==> src/inc/ppf_pkg.sv <==
// constants, types and timing table for the printer port block
package ppf_pkg;
   // host register addresses
   localparam logic [1:0] ADR_DATA = 2'h0;
   localparam logic [1:0] ADR_STATUS = 2'h1;
   localparam logic [1:0] ADR_PINS = 2'h2;
   localparam logic [1:0] ADR_AFR = 2'h3;
   // pin control field positions
   localparam int CON_STROBE = 0;
   localparam int CON_AUTOFD = 1;
   localparam int CON_INIT = 2;
   localparam int CON_SELIN = 3;
   localparam int CON_INTEN = 4;
   localparam int CON_DIR = 5;
   // alternate function field positions
   localparam int AFR_TSEL_LO = 0;
   localparam int AFR_HS_SRC = 3;
   localparam int AFR_TYPE_LO = 4;
   localparam int AFR_POL = 6;
   localparam int AFR_FIFO_EN = 7;
   // reset values
   localparam logic [7:0] CTRL_RST = 8'h00;
   localparam logic [7:0] AFR_RST = 8'h00;
   localparam logic [7:0] DATA_RST = 8'h00;
   // interrupt type codes
   localparam logic [1:0] ITYPE_NORMAL = 2'h0;
   localparam logic [1:0] ITYPE_EMPTY = 2'h1;
   localparam logic [1:0] ITYPE_FULL = 2'h2;
   localparam logic [1:0] ITYPE_EMPTY_ALT = 2'h3;
   // pin readback bits that are always one
   localparam logic [2:0] COM_UNUSED = 3'h7;
   // fifo shape
   localparam int DATA_W = 8;
   localparam int FIFO_DEPTH = 83;
   localparam int FIFO_CW = 7;
   localparam int TCNT_W = 5;

   // automatic strobe sequencer states
   typedef enum logic [1:0] {
      STB_IDLE = 2'b00,
      STB_DELAY = 2'b01,
      STB_PULSE = 2'b10,
      STB_WAIT = 2'b11
   } ppf_stb_t;

   // strobe delay in clocks from the timing select field
   function automatic logic [TCNT_W-1:0] ppf_tsd(input logic [2:0] sel);
      unique case (sel)
         3'h4: ppf_tsd = 5'h03;
         3'h5, 3'h6: ppf_tsd = 5'h05;
         3'h7: ppf_tsd = 5'h09;
         3'h0: ppf_tsd = 5'h06;
         3'h1, 3'h2: ppf_tsd = 5'h0A;
         3'h3: ppf_tsd = 5'h12;
      endcase
   endfunction : ppf_tsd

   // strobe width in clocks from the timing select field
   function automatic logic [TCNT_W-1:0] ppf_tsw(input logic [2:0] sel);
      unique case (sel)
         3'h4: ppf_tsw = 5'h02;
         3'h5, 3'h6, 3'h0: ppf_tsw = 5'h04;
         3'h7, 3'h1, 3'h2: ppf_tsw = 5'h08;
         3'h3: ppf_tsw = 5'h10;
      endcase
   endfunction : ppf_tsw
endpackage : ppf_pkg

==> src/inc/ppf_stream_if.sv <==
// fill and drain signals between the port logic and its output fifo
interface ppf_stream_if;
   import ppf_pkg::*;
   logic push_valid;
   logic push_ready;
   logic [DATA_W-1:0] push_data;
   logic pop_valid;
   logic pop_ready;
   logic [DATA_W-1:0] pop_data;
   logic [FIFO_CW-1:0] count;
   logic flush;

   modport port (
      output push_valid, push_data, pop_ready, flush,
      input push_ready, pop_valid, pop_data, count
   );
   modport fifo (
      input push_valid, push_data, pop_ready, flush,
      output push_ready, pop_valid, pop_data, count
   );
endinterface : ppf_stream_if

==> src/hw/ppf_fifo.sv <==
// byte fifo with occupancy count between host writes and printer data lines
module ppf_fifo
   import ppf_pkg::*;
#(
   parameter int WIDTH = DATA_W,
   parameter int DEPTH = FIFO_DEPTH
) (
   // clock and reset
   input wire logic sys_clk,
   input wire logic reset,
   // fill and drain side
   ppf_stream_if.fifo st
);
   typedef struct packed {
      logic [FIFO_CW-1:0] wptr;
      logic [FIFO_CW-1:0] rptr;
      logic [FIFO_CW-1:0] count;
   } ppf_fifo_state_t;

   localparam logic [FIFO_CW-1:0] LAST = FIFO_CW'(DEPTH - 1);
   localparam logic [FIFO_CW-1:0] FULL_CNT = FIFO_CW'(DEPTH);

   ppf_fifo_state_t st_reg, st_next;
   logic [WIDTH-1:0] mem [DEPTH];
   logic do_push, do_pop;

   // honest flags toward both sides
   assign st.push_ready = (st_reg.count != FULL_CNT);
   assign st.pop_valid = (st_reg.count != '0);
   assign st.pop_data = mem[st_reg.rptr];
   assign st.count = st_reg.count;
   assign do_push = st.push_valid && st.push_ready;
   assign do_pop = st.pop_ready && st.pop_valid;

   // pointer and count update, flush clears all
   always_comb begin
      st_next = st_reg;
      if (st.flush) begin
         st_next = '0;
      end else begin
         if (do_push) begin
            st_next.wptr = (st_reg.wptr == LAST) ? '0 : st_reg.wptr + 1'b1;
         end
         if (do_pop) begin
            st_next.rptr = (st_reg.rptr == LAST) ? '0 : st_reg.rptr + 1'b1;
         end
         // up per write, down per printer take
         if (do_push && !do_pop) begin
            st_next.count = st_reg.count + 1'b1; // RL10
         end else if (do_pop && !do_push) begin
            st_next.count = st_reg.count - 1'b1; // RL10
         end
      end
   end

   always_ff @(posedge sys_clk or posedge reset) begin
      if (reset) begin
         st_reg <= '0;
      end else begin
         st_reg <= st_next;
      end
   end

   // storage write, full fifo drops the byte
   always_ff @(posedge sys_clk) begin
      if (do_push && !st.flush) begin // RL11
         mem[st_reg.wptr] <= st.push_data;
      end
   end
endmodule : ppf_fifo

==> src/hw/ppf_top.sv <==
// parallel printer port: host registers, pin control, output fifo and interrupt
// What this block does
// RL1: handshake source bit picks accept pulse when 0, busy when 1.
// RL2: interrupt type bits choose normal, fifo empty or fifo full; status bit0 low for 11.
// RL3: reset leaves data lines output, strobe, feed, select-in high, printer reset low.
// RL4: polarity bit 0 keeps interrupt sense, 1 inverts it.
// RL5: fifo enable resets to 0; writing 1 puts the 83 byte fifo in path.
// RL6: byte count bits 6:0 give bytes left in fifo, bit0 least significant.
// RL7: byte count bit7 reads 0 when fifo enabled, 1 when disabled.
// RL8: host watches fifo fill and state by reading the byte count register.
// RL9: address 2 reads pin state, writes pin control; address 3 likewise alternate/count.
// RL10: counter goes up per data write, down per byte taken by printer.
// RL11: data write into a full fifo is dropped and not counted.
// RL12: one byte leaves the fifo on the falling edge of the chosen handshake.
// RL13: timing select sets strobe delay and width from the eight entry table.
module ppf_top
   import ppf_pkg::*;
(
   // clock and reset
   input wire logic sys_clk,
   input wire logic reset,
   // host register port
   input wire logic cs_n,
   input wire logic ior_n,
   input wire logic iow_n,
   input wire logic [1:0] addr,
   input wire logic [7:0] d_in,
   output logic [7:0] d_out,
   output logic d_oe,
   // printer data lines
   input wire logic [7:0] printer_data_lines_in,
   output logic [7:0] printer_data_lines_out,
   output logic printer_data_lines_oe,
   // printer control outputs
   output logic strobe_n,
   output logic auto_feed_n,
   output logic printer_reset_n,
   output logic select_in_n,
   // printer status inputs
   input wire logic accept_n,
   input wire logic busy,
   input wire logic error_n,
   input wire logic printer_selected,
   input wire logic media_out,
   input wire logic int_latch_sel,
   // interrupt output
   output logic int_out,
   output logic int_oe
);
   typedef struct packed {
      logic [2:0] s1_ctl;
      logic [2:0] s2_ctl;
      logic [1:0] s1_adr;
      logic [1:0] s2_adr;
      logic [7:0] s1_dat;
      logic [7:0] s2_dat;
      logic [7:0] s1_pd;
      logic [7:0] s2_pd;
      logic [5:0] s1_pin;
      logic [5:0] s2_pin;
      logic wr_prev;
      logic rd_prev;
      logic hs_prev;
      logic [7:0] data;
      logic [7:0] ctrl;
      logic [7:0] alternate_function;
      logic latched_n;
      logic plain_n;
      ppf_stb_t stb;
      logic [TCNT_W-1:0] cnt;
      logic [7:0] d_out;
      logic d_oe;
      logic [7:0] pd_out;
      logic pd_oe;
      logic strobe_n;
      logic auto_feed_n;
      logic printer_reset_n;
      logic select_in_n;
      logic int_out;
      logic int_oe;
   } ppf_state_t;

   localparam ppf_state_t ST_RST = '{
      s1_ctl: 3'h7, s2_ctl: 3'h7, s1_adr: 2'h0, s2_adr: 2'h0,
      s1_dat: 8'h00, s2_dat: 8'h00, s1_pd: 8'h00, s2_pd: 8'h00,
      s1_pin: 6'h3F, s2_pin: 6'h3F, wr_prev: 1'b0, rd_prev: 1'b0, hs_prev: 1'b1,
      data: DATA_RST, ctrl: CTRL_RST, alternate_function: AFR_RST, latched_n: 1'b1, plain_n: 1'b1,
      stb: STB_IDLE, cnt: 5'h00, d_out: 8'h00, d_oe: 1'b0, pd_out: 8'h00,
      pd_oe: 1'b1, strobe_n: 1'b1, auto_feed_n: 1'b1, printer_reset_n: 1'b0,
      select_in_n: 1'b1, int_out: 1'b1, int_oe: 1'b0};

   ppf_state_t st_reg, st_next;
   ppf_stream_if fq ();

   logic wr_act, rd_act, wr_rise, rd_rise, hs_now, hs_fall, fifo_on;
   logic [1:0] itype;
   logic int_level;

   ppf_fifo #(
      .WIDTH(DATA_W),
      .DEPTH(FIFO_DEPTH)
   ) u_fifo (
      .sys_clk(sys_clk),
      .reset(reset),
      .st(fq.fifo)
   );

   // decoded host strobes and handshake edge, all from synchronised pins
   assign wr_act = !st_reg.s2_ctl[2] && !st_reg.s2_ctl[0];
   assign rd_act = !st_reg.s2_ctl[2] && !st_reg.s2_ctl[1];
   assign wr_rise = wr_act && !st_reg.wr_prev;
   assign rd_rise = rd_act && !st_reg.rd_prev;
   assign hs_now = st_reg.alternate_function[AFR_HS_SRC] ? st_reg.s2_pin[4] : st_reg.s2_pin[5]; // RL1
   assign hs_fall = st_reg.hs_prev && !hs_now;
   assign fifo_on = st_reg.alternate_function[AFR_FIFO_EN]; // RL5
   assign itype = st_reg.alternate_function[AFR_TYPE_LO +: 2];

   // fifo hookup: host data writes fill, handshake falling edge drains
   assign fq.push_valid = fifo_on && wr_rise && (st_reg.s2_adr == ADR_DATA); // RL11
   assign fq.push_data = st_reg.s2_dat;
   assign fq.pop_ready = fifo_on && hs_fall && (st_reg.stb == STB_WAIT); // RL12
   assign fq.flush = !fifo_on || (st_reg.ctrl[CON_INIT] == 1'b0);

   // interrupt source choice ahead of polarity
   always_comb begin
      unique case (itype)
         ITYPE_NORMAL: int_level = st_reg.s2_pin[0] ? st_reg.plain_n : st_reg.latched_n; // RL2
         ITYPE_EMPTY, ITYPE_EMPTY_ALT: int_level = !fq.pop_valid; // RL2
         ITYPE_FULL: int_level = !fq.push_ready; // RL2
      endcase
   end

   // next state of the whole port
   always_comb begin
      st_next = st_reg;
      st_next.s1_ctl = {cs_n, ior_n, iow_n};
      st_next.s2_ctl = st_reg.s1_ctl;
      st_next.s1_adr = addr;
      st_next.s2_adr = st_reg.s1_adr;
      st_next.s1_dat = d_in;
      st_next.s2_dat = st_reg.s1_dat;
      st_next.s1_pd = printer_data_lines_in;
      st_next.s2_pd = st_reg.s1_pd;
      // strap goes through the same two flops as the status pins
      st_next.s1_pin = {accept_n, busy, error_n, printer_selected, media_out, int_latch_sel};
      st_next.s2_pin = st_reg.s1_pin;
      st_next.wr_prev = wr_act;
      st_next.rd_prev = rd_act;
      st_next.hs_prev = hs_now;
      // host writes
      if (wr_rise) begin
         unique case (st_reg.s2_adr)
            ADR_DATA: begin
               st_next.data = st_reg.s2_dat;
               st_next.plain_n = 1'b1;
            end
            ADR_STATUS: ;
            ADR_PINS: begin
               st_next.ctrl = st_reg.s2_dat; // RL9
               if (st_reg.s2_dat[CON_STROBE]) begin
                  st_next.plain_n = 1'b0;
               end
            end
            ADR_AFR: begin
               st_next.alternate_function = st_reg.s2_dat; // RL9
               // track the newly chosen pin so a source swap is no false edge
               st_next.hs_prev = st_reg.s2_dat[AFR_HS_SRC] ?
                  st_reg.s2_pin[4] : st_reg.s2_pin[5]; // RL1
            end
         endcase
      end
      // status read releases the latched flag, handshake edge wins
      if (rd_rise && st_reg.s2_adr == ADR_STATUS) begin
         st_next.latched_n = 1'b1;
      end
      if (hs_fall) begin
         st_next.latched_n = 1'b0;
      end
      // automatic strobe: delay, pulse, then wait for the printer to take it
      unique case (st_reg.stb)
         STB_IDLE: begin
            if (fifo_on && fq.pop_valid) begin
               st_next.stb = STB_DELAY;
               st_next.cnt = ppf_tsd(st_reg.alternate_function[AFR_TSEL_LO +: 3]) - 1'b1; // RL13
            end
         end
         STB_DELAY: begin
            st_next.cnt = st_reg.cnt - 1'b1;
            if (st_reg.cnt == '0) begin
               st_next.stb = STB_PULSE;
               st_next.cnt = ppf_tsw(st_reg.alternate_function[AFR_TSEL_LO +: 3]) - 1'b1; // RL13
            end
         end
         STB_PULSE: begin
            st_next.cnt = st_reg.cnt - 1'b1;
            if (st_reg.cnt == '0) begin
               st_next.stb = STB_WAIT;
            end
         end
         STB_WAIT: begin
            if (hs_fall || !fifo_on) begin
               st_next.stb = STB_IDLE;
            end
         end
      endcase
      // host read data
      st_next.d_oe = rd_act;
      unique case (st_reg.s2_adr)
         ADR_DATA: st_next.d_out = st_reg.ctrl[CON_DIR] ? st_reg.s2_pd : st_reg.data;
         ADR_STATUS: st_next.d_out = {fifo_on ? fq.push_ready : !st_reg.s2_pin[4],
            st_reg.plain_n, st_reg.s2_pin[1], st_reg.s2_pin[2], st_reg.s2_pin[3],
            st_reg.latched_n, {2{itype != ITYPE_EMPTY_ALT}}}; // RL2
         ADR_PINS: st_next.d_out = {COM_UNUSED, st_reg.ctrl[CON_INTEN],
            !st_reg.select_in_n, st_reg.printer_reset_n,
            !st_reg.auto_feed_n, !st_reg.strobe_n}; // RL9
         ADR_AFR: st_next.d_out = {!fifo_on, fq.count}; // RL6 RL7 RL8
      endcase
      // printer pins
      st_next.pd_oe = !st_reg.ctrl[CON_DIR];
      st_next.pd_out = fifo_on ? fq.pop_data : st_reg.data;
      st_next.strobe_n = fifo_on ? (st_reg.stb != STB_PULSE) : !st_reg.ctrl[CON_STROBE];
      st_next.auto_feed_n = !st_reg.ctrl[CON_AUTOFD];
      st_next.printer_reset_n = st_reg.ctrl[CON_INIT];
      st_next.select_in_n = !st_reg.ctrl[CON_SELIN];
      st_next.int_out = int_level ^ st_reg.alternate_function[AFR_POL]; // RL4
      st_next.int_oe = st_reg.ctrl[CON_INTEN];
   end

   // one register for the whole port, reset per printer idle state
   always_ff @(posedge sys_clk or posedge reset) begin
      if (reset) begin
         st_reg <= ST_RST; // RL3
      end else begin
         st_reg <= st_next;
      end
   end

   // outputs straight from flops
   assign d_out = st_reg.d_out;
   assign d_oe = st_reg.d_oe;
   assign printer_data_lines_out = st_reg.pd_out;
   assign printer_data_lines_oe = st_reg.pd_oe;
   assign strobe_n = st_reg.strobe_n;
   assign auto_feed_n = st_reg.auto_feed_n;
   assign printer_reset_n = st_reg.printer_reset_n;
   assign select_in_n = st_reg.select_in_n;
   assign int_out = st_reg.int_out;
   assign int_oe = st_reg.int_oe;
endmodule : ppf_top

==> config.mk <==
export PLATFORM = sky130hd
export DESIGN_NAME = ppf_top
export DESIGN_NICKNAME = d
export VERILOG_FILES = /design/src/inc/ppf_pkg.sv /design/src/inc/ppf_stream_if.sv /design/src/hw/ppf_fifo.sv /design/src/hw/ppf_top.sv
export SDC_FILE = /design/constraint.sdc
export NUM_CORES = 1
export LEC_CHECK = 0
export ABC_CLOCK_PERIOD_IN_PS = 8960
export BUFFER_PORTS_ARGS = -buffer_cell sky130_fd_sc_hd__buf_2
export CAP_MARGIN = 20
export CORE_ASPECT_RATIO = 1.75
export CORE_MARGIN = 4
export CORE_UTILIZATION = 50
export CTS_CLUSTER_DIAMETER = 150
export CTS_CLUSTER_SIZE = 8
export DETAILED_ROUTE_END_ITERATION = 12
export PLACE_DENSITY = 0.65
export SLEW_MARGIN = 5
export SYNTH_ARGS = -nofsm -noshare
export SYNTH_HDL_FRONTEND = slang
export SYNTH_SLANG_ARGS = --single-unit
==> constraint.sdc <==
create_clock -name sys_clk -period 8.96 [get_ports sys_clk]
set_input_delay 0.896 -clock sys_clk [delete_from_list [all_inputs] [get_ports sys_clk]]
set_output_delay 0.896 -clock sys_clk [all_outputs]
set_load 0.03 [all_outputs]
; ---- Word level (Yosys, flattened, before mapping)
; Memory sizes are Yosys's and may differ from the RTL's.
; Cells that the tools add are included.
[totals]
rom_bits = 72
input_bits = 29
regBits = 134
latch_bits = 0
output_inout_bits = 24
mem_count = 3
mem_bits_rw = 664
elab_cells = 156
[memory_table]
columns = memory, words, word_bits, read_ports, rd_ports_with_merged_regs, write_ports, line
row1 = u_fifo.mem, 83, 8, 1, 0, 1, ppf_fifo.sv:24  ; logic [WIDTH-1:0] mem [DEPTH];
row2 = (no name shown), 8, 5, 1, 0, 0, ppf_pkg.sv:48  ; unique case (sel)
row3 = (no name shown), 8, 4, 1, 0, 0, ppf_pkg.sv:60  ; unique case (sel)
[op_classes]
mux = 37
n_reduce_logical = 56
bitwise_logic = 2
n_shift = 0
order_cmp = 0
mul = 0
n_div = 0
n_eq_ne = 19
addsub = 7
[ops]
columns = cell, count
row1 = $mux W7, 8
row2 = $mux W8, 5
row3 = $pmux W8 S4, 1
row4 = $mux W25, 1
row5 = $add A7 B1 Y7 const B, 3
row6 = $mux W21, 1
row7 = $logic_not A1 Y1, 20
row8 = $mux W5, 4
row9 = $logic_and A1 B1 Y1, 16
row10 = $pmux W5 S3, 1
row11 = $sub A5 B1 Y5 const B, 3
row12 = $eq A7 B7 Y1 const B, 2
row13 = $eq A2 B2 Y1 const B, 6
row14 = $ne A2 B2 Y1 const B, 6
row15 = $mux W1, 11
row16 = $pmux W2 S4, 1
row17 = $reduce_and A2 Y1, 4
row18 = $reduce_bool A2 Y1, 4
row19 = $ne A7 B7 Y1 const B, 1
row20 = $reduce_bool A7 Y1, 1
row21 = $sub A7 B1 Y7 const B, 1
row22 = $eq A2 B1 Y1 const B, 3
row23 = $logic_not A2 Y1, 3
row24 = $reduce_bool A3 Y1, 2
row25 = 11 further kinds, 13

; ---- Logic depth before layout (Yosys ltp)
[depth]
depth_word = 11
mapped_depth = 15
depth_no_buf = 13

; ---- Modules after synthesis
; A second synthesis with hierarchy kept.
[unflattened]
cells_unflattened = 1798
area_unflattened_um2 = 31669.1
[by_module_without_submodules]
columns = mod, area_each_um2, cells_per_inst, seq_area_each_um2, instances
row1 = ppf_fifo, 27368.7, 1497, 20464.6, 1
row2 = ppf_top, 4300.4, 301, 2810.2, 1

; ---- Worst setup path before layout
; No wires, ideal clock.
[synth_path]
path_kind = register -> register
start = reg st_reg[108] in the netlist's numbering
end = reg u_fifo.st_reg (netlist bit u_fifo.st.count[6])
required_time_ns = 8.881
setup_ns = 0.079
path_stages_with_launch = 14
path_slack_ns = 5.811
t_arrival_ns = 3.070
synth_period_minus_slack_ns = 3.149
path_buffers = 1
path_cell_list = dfstp_2 -> or3_1 -> nand2b_1 -> buf_2 -> nor2_8 -> nand3_1 -> ha_1 -> nor2b_1 -> o21ai_0 -> a21oi_1 -> o21a_1 -> or4_1 -> a21o_1 -> a21oi_1
[synth_between]
elab_chain_cells = 9
elab_cells_between_ends = 12
cone_classes = mux (2) / reduce/logical (10)
[synth_rtl]
columns = element, line
row1 = from (decl), ppf_top.sv:92  ; ppf_state_t st_reg, st_next;
row2 = from (signal assigned), ppf_top.sv:234  ; st_reg <= st_next;
row3 = $logic_not A1 Y1 *, ppf_top.sv:109  ; assign wr_act = !st_reg.s2_ctl[2] && !st_reg.s2_ctl[0];
row4 = $logic_and A1 B1 Y1 *, ppf_top.sv:109
row5 = $logic_and A1 B1 Y1 *, ppf_top.sv:111  ; assign wr_rise = wr_act && !st_reg.wr_prev;
row6 = $logic_and A1 B1 Y1 * (2 in series), ppf_top.sv:119  ; assign fq.push_valid = fifo_on && wr_rise && (st_reg.s2_adr == ADR_DATA);
row7 = $logic_and A1 B1 Y1 *, ppf_fifo.sv:32  ; assign do_push = st.push_valid && st.push_ready;
row8 = $logic_and A1 B1 Y1 or $logic_not A1 Y1 (tied branches), "ppf_fifo.sv:48, ppf_fifo.sv:50"
row9 = $mux W7 or $logic_and A1 B1 Y1 (tied branches), "ppf_fifo.sv:48, ppf_fifo.sv:50"
row10 = $mux W21 or $reduce_bool A3 Y1 (tied branches), n/a
row11 = to (signal assigned), ppf_fifo.sv:60  ; st_reg <= st_next;
row12 = to (decl), ppf_fifo.sv:23  ; ppf_fifo_state_t st_reg, st_next;
; Every way passes the cells marked *; elsewhere a longest branch is shown, timed or not.
; A chain may end at the register's enable or synchronous reset.

==> flow_metrics.py <==
metrics = {
    "synthesis": {
        "synth_top_flop_cell": "edfxtp_1",
        "synth_edf_count": 664,
        "ys_ff_latch": 796,
        "postSynthAreaPerCell_um2": 17.79,
        "yosysUniqueCellTypes": 64,
        "async_flop_share_pct": 16.58,
        "ys_seq_area_share_pct": 73.73,
        "synth_nets": 1823,
        "synthCells": 1775,
        "syn-cell-area_um2": 31570,
        "yosys_warnings": 0,
    },
    "die": {
        "die_area_um2": 67380,
        "die_width_um": 197.9,
        "fp.coreArea_um2": 62370,
        "start_util_pct": 50.61,
        "io_pins": 53,
        "die_h_um": 340.4,
        "rows": 121,
    },
    "placement": {
        "dpl.hpwl_mm": 44.62,
        "port-buffer-count": 52,
        "place_congestion": 0.8615,
        "dp.cells": 2540,
    },
    "detailed_routing": {
        "ant_nets": 0,
        "drt_wl_total_mm": 73.60,
        "vias_per_cell": 6.106,
        "routedWlPerCell_um": 27.37,
        "drtPass1Iterations": 6,
        "vias": 16420,
        "drtIter0Drc": 1281,
        "drc": 0,
    },
    "timing": {
        "max_slew_margin_pct": 25.77,
        "hold_viol_final": 0,
        "fin_crit_ps": 4173,
        "finalCritPeriodShare_pct": 46.57,
        "final-setup-viol-count": 0,
        "slew_viol_final": 0,
        "finalSetupTns_ps": 0,
        "fmax_mhz": 239.7,
        "rsz0062_at_grt": "no",
        "fin_worst_skew_ps": 24.87,
        "worstMarginPinSlew_ps": 1109,
    },
    "global_routing": {
        "grt_max_degree": 88,
        "grt_pass1_vias": 17290,
        "antenna_found_initial": 0,
        "gr-usage-all-layers_pct": 21.86,
        "grt_pass1_wl_mm": 110.5,
        "gr-total-overflow": 0,
    },
    "setup_path": {
        "critPathRequiredTime_ps": 9470,
        "cp-start-kind": "register",
        "cp-end-kind": "register",
        "regToRegSetupSlack_ps": 4790,
        "critPathKind": "register to register",
        "cp_max_fo": 47,
        "arrival_ps": 4680,
    },
    "cts": {
        "clockBufferDepth": 3,
        "clkTransAtPathRegs_ps": 60,
        "htree_levels": 3,
        "insertion_delay_ps": 640,
        "cts_sinks": 796,
        "ctsHoldBuffers": 0,
        "cts.repair.resized": 0,
        "cts_root_buf": "clkbuf_16",
        "cts_made_buffers": 109,
        "tritoncts": "yes",
        "post_cts_buffers": 0,
    },
    "cells_and_area": {
        "stdcell_count": 2689,
        "fin_nets": 1900,
        "largest_reg_flops": 664,
        "area_growth_pct": 12.30,
        "antenna_cells": 0,
        "fillCellCount": 4609,
        "drive_above_1_share_pct": 21.96,
    },
    "pwr": {
        "clkPwrFrac_pct": 44.1,
        "seqPwrFrac_pct": 50.0,
        "ir_worst_vdd_uv": 220.4,
        "netSwitchingFraction_pct": 21.70,
        "power_switching_uw": 1817,
        "powerDensity_nw_per_um2": 236.2,
        "combPwrFrac_pct": 5.9,
        "p_leak_uw": 0.01138,
        "internal_power_uw": 6557,
    },
    "job": {
        "drv_cap": 0,
    },
    "status": {
        "status": "completed",
    },
    "min_path": {
        "hold_path.class": "input port to async pin",
    },
}
[power by group through the flow]
stage | registers (uW) | logic (uW) | clock network [uW]
4_1_cts | 4190 | 500 | 3750
3_5_place_dp | 4250 | 498 | 0
2_1_floorplan | 4270 | 338 | 0
3_3_place_gp | 4250 | 483 | 0
6_report | 4190 | 496 | 3690
5_1_grt | 4190 | 544 | 3910
[area by class of cell]
type / count / area, um^2 / share of cell area, %
well taps: 799 / 999.7 / 2.820
clock inverters: 4 / 67.56 / 0.1906
clock buffers: 145 / 2948 / 8.315
repair buffers: 76 / 440.4 / 1.242
inverters: 33 / 128.9 / 0.3635
flip-flops and latches: 796 / 23300 / 65.72
multi-input cells: 836 / 7570 / 21.35
[stage by stage]
stage | utilization [%] | power, uW | cell area (um^2) | hold slack [ps] | setup WS [ps]
after detailed placement | 52.00 | 4752 | 32440 | 336.1 | 4782
final | 56.84 | 8374 | 35450 | 345.9 | 4787
after CTS | 56.84 | 8441 | 35450 | 326.2 | 4751
after global routing | 56.84 | 8651 | 35450 | 345.9 | 4574
after floorplan | - | 4604 | 31570 | 331.2 | 4581
after global placement | 52.00 | 4735 | 32440 | 332.8 | 4763
[worst max-delay path, cell delays in order, from the launching register on]
cell,delay [ps]
dfrtp_4,950
buf_4,650
buf_4,760
mux2i_1,290
o221ai_1,190
a21oi_1,540
a211oi_1,170
a21oi_1,250
o22ai_1,130
[logic make-up (layout without fill, tap and decap cells)]
kind of cell,after synthesis,count (layout),synth area share [%]
compound gates,253,253,5.422
xor+xnor,9,9,0.2735
fa+ha+maj,19,19,0.7768
buf+inv,143,258,2.311
flops,796,796,73.73
mux,283,283,13.52
simple gates,272,272,3.975
[layer usage]
| layer | GRT usage, % | wire [um] | up-vias |
|---|---|---|---|
| li1 | - | - | 7102 |
| met1 | 24.92 | 25730 | 8522 |
| met2 | 39.42 | 39830 | 635 |
| met3 | 2.852 | 3852 | 161 |
| met4 | 11.87 | 4190 | 0 |
| met5 | 0 | 0 | - |
[cells in the final DEF (no fill, tap or decap), types with 18 or more instances in the layout]
master,count
buf_2,52
mux2i_1,118
o21ai_1,21
clkbuf_16,113
ha_1,18
mux2_2,55
inv_1,31
o22ai_1,34
o21ai_0,41
mux4_2,109
dfrtp_1,94
clkbuf_1,32
a21oi_1,43
buf_4,24
dfstp_2,26
nand2_1,78
nor2_1,115
edfxtp_1,664
[cell usage after synthesis (8+ instances only)]
cell	n	share of area, %
edfxtp_1	664	63
mux2i_1	118	3.7
nor2_1	116	1.4
mux4_2	109	7.8
dfrtp_1	106	8.4
nand2_1	78	0.93
mux2_2	55	2.0
clkbuf_1	49	0.58
a21oi_1	43	0.68
o21ai_0	41	0.65
o22ai_1	34	0.67
inv_1	32	0.38
buf_4	27	0.64
dfstp_2	26	2.2
o21ai_1	21	0.33
buf_2	19	0.30
ha_1	18	0.71
nand3_1	16	0.25
o221ai_1	16	0.44
o31ai_1	16	0.38
a211oi_1	15	0.36
nand2b_1	15	0.30
nor2b_1	12	0.24
o211ai_1	10	0.24
a221oi_1	9	0.25
a32oi_1	9	0.25
buf_6	9	0.32
o21bai_1	8	0.19
[path summary, 6_finish.rpt]
path,depth (start not counted),start,endpoint
min in group sys_clk,0,st_next[110]$_DFF_PP1_,st_reg[110]$_DFF_PP1_
worst max register to register,8,u_fifo.st_reg[7]$_DFFE_PP0P_,printer_data_lines_out[5]$_DFF_PP0_
max in group asynchronous,3,reset,st_reg[76]$_DFF_PP0_
worst max-delay path,8,u_fifo.st_reg[7]$_DFFE_PP0P_,printer_data_lines_out[5]$_DFF_PP0_
worst min register to register,0,st_next[110]$_DFF_PP1_,st_reg[110]$_DFF_PP1_
worst min-delay path,2,reset,st_next[90]$_DFF_PP0_
Power figures use the tool's default switching activity.
